`src/hdl/core_sfr_defines.svh`:
```
/*
  Offsets, bit positions and reset values of the core special register bank.
  Assumes inclusion by bare name from the design modules and the bench.
*/
`ifndef CORE_SFR_DEFINES_SVH
`define CORE_SFR_DEFINES_SVH

// ==========================================================
// Register offsets
`define OFF_INDIRECT_ACCESS_PORT 6'h00
`define OFF_TIMER0_COUNT         6'h01
`define OFF_PC_LOW_BYTE          6'h02
`define OFF_STATUS_FLAGS         6'h03
`define OFF_FILE_SELECT          6'h04
`define OFF_PORT_B_DATA          6'h06
`define OFF_POWER_CONTROL        6'h08
`define OFF_PORT_WAKE_CONTROL    6'h09
`define OFF_PC_HIGH_BUFFER       6'h0A

// ==========================================================
// Field positions
`define BIT_CARRY            0
`define BIT_HALF_CARRY       1
`define BIT_ZERO             2
`define BIT_POWER_DOWN       3
`define BIT_TIMEOUT          4
`define BIT_WATCHDOG_EN      7
`define BIT_EXT_INT_SEL      6
`define BIT_LV_DETECT_EN     5
`define BIT_LV_RESET_EN      3
`define HALF_CARRY_POS       4

// ==========================================================
// Reset values
`define RST_STATUS_FLAGS     8'h18
`define RST_FILE_SELECT      8'h00
`define RST_POWER_CONTROL    8'h88
`define RST_WAKE_CONTROL     6'h3F
`define RST_PC_HIGH_BUFFER   3'h0
`define RST_PC               10'h000
`define RST_TIMER0           8'h00
`define RST_PORT_LATCH       6'h00

`endif

```
`src/hdl/core_sfr_pkg.sv`:
```
/*
  Types shared by the core special register bank and its flag unit.
  Assumes the defines header is on the include path.
*/
package core_sfr_pkg;

  // ==========================================================
  // Program counter commands from the core
  typedef enum logic [2:0] {
    PC_HOLD        = 3'h0,
    PC_STEP        = 3'h1,
    PC_SHORT_JUMP  = 3'h2,
    PC_SHORT_CALL  = 3'h3,
    PC_LONG_JUMP   = 3'h4,
    PC_LONG_CALL   = 3'h5,
    PC_RETURN      = 3'h6
  } pc_op_t;

  // ==========================================================
  // Arithmetic flag update kinds
  typedef enum logic [1:0] {
    FLAG_NONE  = 2'h0,
    FLAG_ADD   = 2'h1,
    FLAG_SUB   = 2'h2,
    FLAG_LOGIC = 2'h3
  } flag_op_t;

  // ==========================================================
  // Whole state of the bank
  typedef struct packed {
    logic [9:0] pc;
    logic [7:0] tmr;
    logic [7:0] status;
    logic [7:0] file_select;
    logic [5:0] latch;
    logic [1:0] pb_gp;
    logic [7:0] power_control;
    logic [5:0] wake;
    logic [2:0] pc_high_buffer;
    logic ext_prev;
    logic lf_prev;
    logic [7:0] rd_data;
    logic push_valid;
    logic [9:0] push_addr;
  } bank_state_t;

endpackage : core_sfr_pkg

```
`src/hdl/core_special_register_bank.sv`:
```
/*
  Core special register bank: indirect port, timer0 count, program counter,
  status flags, file select, port B data, power control, wake-up and PC high buffer.
  Assumes a core that issues one data access and one PC command per enabled cycle,
  with all inputs synchronous to i_clk.
*/
// Overview of operation
// - Accesses to the indirect port go to the register chosen by file select.
// - Timer0 count reads the live count; a write replaces the count at once.
// - Timer0 counts instruction ticks, external pin edges or low-frequency edges.
// - PC low byte mirrors PC bits 7..0; PC steps by one on a step command unless loaded.
// - On short call and low-byte write, PC bits 9..8 come from the staged high buffer.
// - Short jump: PC 8..0 from instruction, bit 9 from buffer bit 1.
// - Short call: PC 7..0 from instruction, 9..8 from buffer; push PC+1.
// - Long jump and long call load all ten bits; long call pushes PC+1.
// - Carry is set on add carry or on subtract without borrow.
// - Half carry is the same but out of the fourth bit.
// - Zero flag is set when the result is zero.
// - Power-down flag: one after reset or watchdog clear, zero after sleep.
// - Timeout flag: one after reset, watchdog clear or sleep; zero on timeout.
// - Status bits 7..5 are plain storage, reset to zero.
// - File select bits 5..0 pick one of 64 registers for indirect access.
// - File select bank bits are stored but have no addressing effect.
// - Port B reads pins, or latches for outputs when the read option asks.
// - Port B writes load output latches; top two bits are storage.
// - Power control: watchdog, low-voltage detect and reset enables, bit 6 routing; others storage.
// - Power control bit 6 routes port B pin 0 to the external interrupt.
// - Wake control bits 5..0 enable wake-up per pin, reset to one.
// - PC high buffer holds staged PC bits 9..8 and one storage bit.
`timescale 1ns/1ps
`default_nettype none
`include "core_sfr_defines.svh"

module core_special_register_bank #(
  parameter int ADDR_W = 6
) (
  // Clock, reset, enable
  input wire logic i_clk,
  input wire logic i_rst,
  input wire logic i_ce,
  // Core data access
  input wire logic [ADDR_W-1:0] i_addr,
  input wire logic i_rd_en,
  input wire logic i_wr_en,
  input wire logic [7:0] i_wr_data,
  output logic [7:0] o_rd_data,
  // General register file outside the bank
  output logic o_gpr_sel,
  output logic [ADDR_W-1:0] o_gpr_addr,
  output logic o_gpr_we,
  output logic [7:0] o_gpr_wdata,
  input wire logic [7:0] i_gpr_rdata,
  // Program counter control
  input wire core_sfr_pkg::pc_op_t i_pc_op,
  input wire logic [9:0] i_insn_target,
  input wire logic [9:0] i_ret_addr,
  output logic [9:0] o_pc,
  output logic o_push_valid,
  output logic [9:0] o_push_addr,
  // Arithmetic flag update
  input wire core_sfr_pkg::flag_op_t i_flag_op,
  input wire logic [7:0] i_opnd_a,
  input wire logic [7:0] i_opnd_b,
  input wire logic [7:0] i_logic_result,
  // Power events
  input wire logic i_sleep,
  input wire logic i_clrwdt,
  input wire logic i_wdt_timeout,
  // Timer0 sources and mode
  input wire logic i_inst_tick,
  input wire logic i_ext_timer_clk,
  input wire logic i_lowfreq_clk,
  input wire logic i_t0_ext_src,
  input wire logic i_t0_lowfreq_sel,
  input wire logic i_t0_fall_edge,
  input wire logic i_cfg_lowfreq_allow,
  output logic [7:0] o_timer0,
  // Port B
  input wire logic [5:0] i_pin_level,
  input wire logic [5:0] i_pin_is_output,
  input wire logic i_cfg_read_latch,
  output logic [5:0] o_port_latch,
  // Power and wake controls
  output logic o_watchdog_enable,
  output logic o_lv_detect_enable,
  output logic o_lv_reset_enable,
  output logic o_ext_int_route,
  output logic [5:0] o_wake_enable
);
  import core_sfr_pkg::*;

  // ==========================================================
  // Parameter check
  generate
    if (ADDR_W != 6) begin : g_bad_addr_w
      $error("ADDR_W must be 6: file select indexes 64 registers");
    end
  endgenerate

  localparam bank_state_t RST_STATE = '{
    pc: `RST_PC, tmr: `RST_TIMER0, status: `RST_STATUS_FLAGS,
    file_select: `RST_FILE_SELECT, latch: `RST_PORT_LATCH, pb_gp: 2'h0,
    power_control: `RST_POWER_CONTROL, wake: `RST_WAKE_CONTROL,
    pc_high_buffer: `RST_PC_HIGH_BUFFER, ext_prev: 1'b0, lf_prev: 1'b0,
    rd_data: 8'h00, push_valid: 1'b0, push_addr: 10'h000};

  bank_state_t st_ff;
  bank_state_t nxt_st;
  logic [5:0] eff_addr;
  logic bank_hit;
  logic [7:0] rd_mux;
  logic [5:0] port_read;
  logic src_edge;
  logic ext_edge;
  logic lf_edge;
  logic pcl_wr;
  logic upd_arith;
  logic upd_zero;
  logic f_carry;
  logic f_half;
  logic f_zero;

  // ==========================================================
  // Flag unit
  sfr_flag_unit u_flags (
    .i_op(i_flag_op),
    .i_opnd_a(i_opnd_a),
    .i_opnd_b(i_opnd_b),
    .i_logic_result(i_logic_result),
    .o_update_arith(upd_arith),
    .o_update_zero(upd_zero),
    .o_carry(f_carry),
    .o_half_carry(f_half),
    .o_zero(f_zero)
  );

  // ==========================================================
  // Address decode and read mux
  always_comb begin
    // Bank bits 7..6 are not part of the address; one bank only
    eff_addr = (i_addr == `OFF_INDIRECT_ACCESS_PORT) ? st_ff.file_select[5:0] : i_addr;
    for (int i = 0; i < 6; i++) begin
      port_read[i] = (i_pin_is_output[i] && i_cfg_read_latch) ? st_ff.latch[i] : i_pin_level[i];
    end
    bank_hit = 1'b1;
    case (eff_addr)
      // Indirect through itself reads zero and writes nothing
      `OFF_INDIRECT_ACCESS_PORT: rd_mux = 8'h00;
      `OFF_TIMER0_COUNT: rd_mux = st_ff.tmr;
      `OFF_PC_LOW_BYTE: rd_mux = st_ff.pc[7:0];
      `OFF_STATUS_FLAGS: rd_mux = st_ff.status;
      `OFF_FILE_SELECT: rd_mux = st_ff.file_select;
      `OFF_PORT_B_DATA: rd_mux = {st_ff.pb_gp, port_read};
      `OFF_POWER_CONTROL: rd_mux = st_ff.power_control;
      `OFF_PORT_WAKE_CONTROL: rd_mux = {2'h0, st_ff.wake};
      `OFF_PC_HIGH_BUFFER: rd_mux = {5'h00, st_ff.pc_high_buffer};
      default: begin
        bank_hit = 1'b0;
        rd_mux = i_gpr_rdata;
      end
    endcase
  end

  // Forwarded so indirect access reaches general registers as well
  assign o_gpr_sel = !bank_hit && (i_rd_en || i_wr_en);
  assign o_gpr_addr = eff_addr;
  assign o_gpr_we = !bank_hit && i_wr_en && i_ce;
  assign o_gpr_wdata = i_wr_data;

  // ==========================================================
  // Timer0 source selection
  always_comb begin
    ext_edge = i_t0_fall_edge ? (st_ff.ext_prev && !i_ext_timer_clk)
                              : (!st_ff.ext_prev && i_ext_timer_clk);
    lf_edge = i_t0_fall_edge ? (st_ff.lf_prev && !i_lowfreq_clk)
                             : (!st_ff.lf_prev && i_lowfreq_clk);
    if (!i_t0_ext_src) begin
      src_edge = i_inst_tick;
    end else if (i_t0_lowfreq_sel && i_cfg_lowfreq_allow) begin
      src_edge = lf_edge;
    end else begin
      src_edge = ext_edge;
    end
  end

  assign pcl_wr = i_wr_en && (eff_addr == `OFF_PC_LOW_BYTE);

  // ==========================================================
  // Next state
  always_comb begin
    nxt_st = st_ff;
    nxt_st.ext_prev = i_ext_timer_clk;
    nxt_st.lf_prev = i_lowfreq_clk;
    nxt_st.push_valid = 1'b0;
    if (i_rd_en) begin
      nxt_st.rd_data = rd_mux;
    end
    // Timer counts unless software overwrites it in the same cycle
    if (src_edge) begin
      nxt_st.tmr = st_ff.tmr + 8'h01;
    end
    if (i_wr_en) begin
      case (eff_addr)
        `OFF_TIMER0_COUNT: nxt_st.tmr = i_wr_data;
        `OFF_STATUS_FLAGS: nxt_st.status = i_wr_data;
        `OFF_FILE_SELECT: nxt_st.file_select = i_wr_data;
        `OFF_PORT_B_DATA: begin
          nxt_st.latch = i_wr_data[5:0];
          nxt_st.pb_gp = i_wr_data[7:6];
        end
        `OFF_POWER_CONTROL: nxt_st.power_control = i_wr_data;
        `OFF_PORT_WAKE_CONTROL: nxt_st.wake = i_wr_data[5:0];
        `OFF_PC_HIGH_BUFFER: nxt_st.pc_high_buffer = i_wr_data[2:0];
        default: begin
        end
      endcase
    end
    // Hardware flag updates win over a software write in the same cycle
    if (upd_arith) begin
      nxt_st.status[`BIT_CARRY] = f_carry;
      nxt_st.status[`BIT_HALF_CARRY] = f_half;
    end
    if (upd_zero) begin
      nxt_st.status[`BIT_ZERO] = f_zero;
    end
    if (i_clrwdt || i_sleep) begin
      nxt_st.status[`BIT_TIMEOUT] = 1'b1;
    end
    if (i_clrwdt) begin
      nxt_st.status[`BIT_POWER_DOWN] = 1'b1;
    end
    if (i_sleep) begin
      nxt_st.status[`BIT_POWER_DOWN] = 1'b0;
    end
    // A timeout is a real event and must not be masked by a clear
    if (i_wdt_timeout) begin
      nxt_st.status[`BIT_TIMEOUT] = 1'b0;
    end
    // Program counter
    case (i_pc_op)
      PC_STEP: nxt_st.pc = st_ff.pc + 10'h001;
      PC_SHORT_JUMP: nxt_st.pc = {st_ff.pc_high_buffer[1], i_insn_target[8:0]};
      PC_SHORT_CALL: begin
        nxt_st.pc = {st_ff.pc_high_buffer[1:0], i_insn_target[7:0]};
        nxt_st.push_valid = 1'b1;
        nxt_st.push_addr = st_ff.pc + 10'h001;
      end
      PC_LONG_JUMP: nxt_st.pc = i_insn_target;
      PC_LONG_CALL: begin
        nxt_st.pc = i_insn_target;
        nxt_st.push_valid = 1'b1;
        nxt_st.push_addr = st_ff.pc + 10'h001;
      end
      PC_RETURN: nxt_st.pc = i_ret_addr;
      default: begin
      end
    endcase
    // Writing the low byte loads the counter; the top bits come from the buffer
    if (pcl_wr) begin
      nxt_st.pc = {st_ff.pc_high_buffer[1:0], i_wr_data};
    end
  end

  // ==========================================================
  // State register
  always_ff @(posedge i_clk) begin
    if (i_rst) begin
      st_ff <= RST_STATE;
    end else if (i_ce) begin
      st_ff <= nxt_st;
    end
  end

  // ==========================================================
  // Outputs
  assign o_rd_data = st_ff.rd_data;
  assign o_pc = st_ff.pc;
  assign o_push_valid = st_ff.push_valid;
  assign o_push_addr = st_ff.push_addr;
  assign o_timer0 = st_ff.tmr;
  assign o_port_latch = st_ff.latch;
  assign o_watchdog_enable = st_ff.power_control[`BIT_WATCHDOG_EN];
  assign o_lv_detect_enable = st_ff.power_control[`BIT_LV_DETECT_EN];
  assign o_lv_reset_enable = st_ff.power_control[`BIT_LV_RESET_EN];
  assign o_ext_int_route = st_ff.power_control[`BIT_EXT_INT_SEL];
  assign o_wake_enable = st_ff.wake;
endmodule : core_special_register_bank
`default_nettype wire

```
`src/hdl/sfr_flag_unit.sv`:
```
/*
  Carry, half-carry and zero flag generation for one core operation.
  Assumes operands and the logic result are stable for the cycle of the update.
*/
`timescale 1ns/1ps
`default_nettype none
`include "core_sfr_defines.svh"

module sfr_flag_unit (
  // Operation
  input wire core_sfr_pkg::flag_op_t i_op,
  input wire logic [7:0] i_opnd_a,
  input wire logic [7:0] i_opnd_b,
  input wire logic [7:0] i_logic_result,
  // Flags
  output logic o_update_arith,
  output logic o_update_zero,
  output logic o_carry,
  output logic o_half_carry,
  output logic o_zero
);
  import core_sfr_pkg::*;

  logic [8:0] sum;
  logic [4:0] nib_sum;
  logic [7:0] result;

  // ==========================================================
  // Flag logic
  always_comb begin
    sum = {1'b0, i_opnd_a} + {1'b0, i_opnd_b};
    nib_sum = {1'b0, i_opnd_a[3:0]} + {1'b0, i_opnd_b[3:0]};
    o_update_arith = (i_op == FLAG_ADD) || (i_op == FLAG_SUB);
    o_update_zero = (i_op != FLAG_NONE);
    o_carry = 1'b0;
    o_half_carry = 1'b0;
    result = i_logic_result;
    case (i_op)
      FLAG_ADD: begin
        o_carry = sum[8];
        o_half_carry = nib_sum[`HALF_CARRY_POS];
        result = sum[7:0];
      end
      FLAG_SUB: begin
        // Carry set means no borrow was needed
        o_carry = (i_opnd_a >= i_opnd_b);
        o_half_carry = (i_opnd_a[3:0] >= i_opnd_b[3:0]);
        result = i_opnd_a - i_opnd_b;
      end
      default: begin
        result = i_logic_result;
      end
    endcase
    o_zero = (result == 8'h00);
  end

endmodule : sfr_flag_unit
`default_nettype wire

```
`config.mk`:
```
export PLATFORM = sky130hd
export DESIGN_NAME = core_special_register_bank
export DESIGN_NICKNAME = d
export VERILOG_FILES = /design/src/hdl/core_sfr_pkg.sv /design/src/hdl/core_special_register_bank.sv /design/src/hdl/sfr_flag_unit.sv
export VERILOG_INCLUDE_DIRS = /design/src /design/src/hdl
export SDC_FILE = /design/constraint.sdc
export NUM_CORES = 1
export LEC_CHECK = 0
export BUFFER_PORTS_ARGS = -buffer_cell sky130_fd_sc_hd__buf_2
export CORE_MARGIN = 1
export CORE_UTILIZATION = 40
export CTS_CLUSTER_DIAMETER = 80
export CTS_CLUSTER_SIZE = 12
export DETAILED_ROUTE_END_ITERATION = 10
export SLEW_MARGIN = 20
export SYNTH_ARGS = -nofsm -noshare
export SYNTH_HDL_FRONTEND = slang
export SYNTH_SLANG_ARGS = --single-unit
```
`constraint.sdc`:
```
create_clock -name i_clk -period 6.1 [get_ports i_clk]
set_input_delay 1.525 -clock i_clk [delete_from_list [all_inputs] [get_ports i_clk]]
set_output_delay 1.525 -clock i_clk [all_outputs]
set_load 0.01 [all_outputs]
```
==> run metrics <==
status=finished, final reports clean; Congestion Overflow GR=0; Area growth syn-to-layout=12.0%; CTS tree=yes; GR peak layer=met2; vias in the first global route=5341; crit start category=input pin; fmax=between 150 and 200 MHz; Final min period=5.04 ns; asr flop ratio synth=0; via/cell ratio=5.71; Hold WS=between 0.4 and 0.5 ns; worst hold path depth=2; I/O Buffers=roughly 170; layout cells sized above 1=0.244; Reg2Reg Depth=7; Max-cap violations=0; Yosys cell types=76; flops & latches, synth=80; min-delay worst type=reg2reg; Root Buffer=clkbuf_16; CP Class=in2out; CTS sink count=80; diodes inserted=0; io pins=168; Die Ht=126 um; drc violations=0; first-pass GRT wire length=29200 um; r2r setup slk=between 3 and 4 ns; Total Neg Setup Slack=0 ns; EDFF count, synth=0; worst r2r dst=o_pc[2]; Pleak=around 2.8 nW; H-tree depth=3; Iter 0 DRT Violations=approximately 460; number of placement rows=44; clk buf depth=2; CP endpoint kind=output port; post-synthesis sequential area ratio=0.261; main flop type after synthesis=dfxtp_1; GRT Total Usage=0.236; total power density per cell area=just over 200 mW/mm2; CP Launch Point=i_addr[2]; die width=126 um; TritonCTS Buffers=9; clk_skew=roughly 0.0086 ns; Skew-Pair Late Insertion Delay=approximately 0.35 ns; RSZ-0062 raised after global routing=no; Post-Syn Area=0.00614 mm2; Max transition margin=0.345; maximum number of pins on one net before global-route repair=81; detailed placer's ending HPWL=between 10000 and 15000 um; drt wl/cell=18.1 um; M1 GR Usage=0.313; routed vias=between 5000 and 6000; Final setup viols=0; WHS Endpoint=o_push_addr[5]; Mapped Cells=775; clock-pin slew on the worst setup and hold paths=about 0.060 ns; gpl congestion=0.873; NumNets Final=970; final hold vios=0; initial antenna violation count=0; Slew @ Worst Pin=0.975 ns; yosys warns=0; syn nets=about 900; remaining antenna violation count=0; core outline area=around 0.015 mm2; Required @ worst endpoint=4.58 ns; Synth top area share=0.261; CTS Hold Bufs=0; Worst Hold Launch=o_push_addr[5]; Synth area leaders=dfxtp_1 26%, buf_4 7.2%, mux2i_1 6.4%, nor2_1 5.6%, ha_1 4.5%; area leader, netlist=dfxtp_1; Peak VDD IR=0.156 mV; # Post-CTS Setup Buffers=0; Routed WL=around 19000 um; worst r2r src=st_ff[49]; Initial Util=0.416; post-synthesis average cell area=7.92 um2; crit path DAT=3.51 ns; First-pass DRT Iterations=5; Final Slew Violations=0; die area=0.0158 mm2; final period utilization=0.826; Global Route met2 Usage=0.396; met3 GRT Util=0.0293; crit path max fanout=14; post-cts repair resize count=0
==> worst max path at each step <==
stage	end	slack, ns	cells after the start
after global routing	o_gpr_we	0.97	7
after CTS	o_gpr_we	1.08	7
after detailed placement	o_gpr_we	1.08	7
after floorplan	o_gpr_we	1.44	8
final	o_gpr_we	1.06	7
after global placement	o_gpr_we	1.09	7
==> cell usage in the layout (no fill, tap or decap), types with 4 or more instances in the layout <==
cell / count
ha_1: 22
xnor2_1: 7
buf_2: 167
nor3_1: 19
a311oi_1: 8
nand2b_1: 10
o31ai_1: 6
or3_1: 7
and3_1: 4
a211o_1: 8
nor4_1: 8
o211ai_1: 6
nand3_1: 17
mux2i_1: 39
a211oi_1: 29
and2_1: 4
o21a_1: 5
buf_4: 4
nand2_1: 49
a21oi_1: 43
a221o_1: 5
a31oi_1: 6
a21o_1: 8
inv_1: 33
nand4_1: 7
xor2_1: 5
o22ai_1: 6
nor2b_1: 17
nor2_1: 91
a221oi_1: 8
a22oi_1: 8
clkbuf_16: 9
dfxtp_1: 80
o21ai_0: 33
==> per-stage QoR <==
stage / area [um2] / cells / power, mW / worst slack [ns] / utilization
finish: 6870 / 1035 / 1.42 / 1.06 / 0.466
floorplan: 6140 / 775 / 0.776 / 1.44 / -
global route: 6870 / 1035 / 1.49 / 0.966 / 0.466
global placement: 6570 / 1020 / 0.865 / 1.09 / 0.445
CTS: 6870 / 1035 / 1.43 / 1.08 / 0.466
detailed placement: 6570 / 1020 / 0.866 / 1.08 / 0.445
==> worst max-delay path, cell delays in order <==
cell and delay [ns]:
buf_2 0.29, nor4_2 0.14, and4_1 0.22, o21a_1 0.16
or4b_1 0.75, nor2b_1 0.24, buf_2 0.17
==> registers in the layout, summed over array words and instances (netlist names) <==
register / flops
st_ff: 27
o_pc: 10
o_push_addr: 10
o_rd_data: 8
o_timer0: 8
o_port_latch: 6
o_wake_enable: 6
o_ext_int_route: 1
o_lv_detect_enable: 1
o_lv_reset_enable: 1
o_push_valid: 1
o_watchdog_enable: 1
==> power breakdown <==
| part | internal (mW) | switching (mW) | total [mW] |
|---|---|---|---|
| Clock | 0.338 | 0.227 | 0.565 |
| Combinational | 0.120 | 0.174 | 0.294 |
| Sequential | 0.540 | 0.0221 | 0.563 |
==> Yosys cell counts, types with 4 or more instances <==
cell type,count
a221o_1,5
a22oi_1,8
a211o_1,8
nor3_1,19
and3_1,4
inv_1,33
o211ai_1,6
or3_1,7
a21o_1,8
xnor2_1,7
o22ai_1,6
o31ai_1,6
and2_1,4
nand3_1,17
o21ai_0,33
dfxtp_1,80
nand2b_1,10
clkbuf_1,39
o21a_1,5
mux2i_1,39
nor4_1,8
nor2_1,91
a211oi_1,29
a311oi_1,8
nand2_1,49
nor2b_1,17
a21oi_1,43
ha_1,22
a31oi_1,6
a221oi_1,8
buf_2,9
xor2_1,5
nand4_1,7
buf_4,59
==> cell families after synthesis <==
group | Yosys count | share of synthesized area
AOI/OAI and AO/OA | 215 | 0.249
xor gates and xnor gates | 12 | 0.0171
adders and majority gates | 24 | 0.0514
buffers and inverters | 144 | 0.130
DFF | 80 | 0.261
muxes | 41 | 0.0691
and+or+nand+nor | 259 | 0.223
==> layout make-up <==
cell class	count	area (um2)
inverters	34	128
clock buffers	11	253
well taps	184	230
repair buffers	171	866
multi-input cells	551	3740
fillers	1540	7880
flip-flops and latches	80	1600
clock inverters	4	53.8
==> routing by layer <==
metal	up-vias	wire length, um
met3	24	1170
met4	0	338
li1	2912	-
met5	-	0
met2	223	8970
met1	2754	8260
Note: power is estimated with default switching activity, not from simulation.
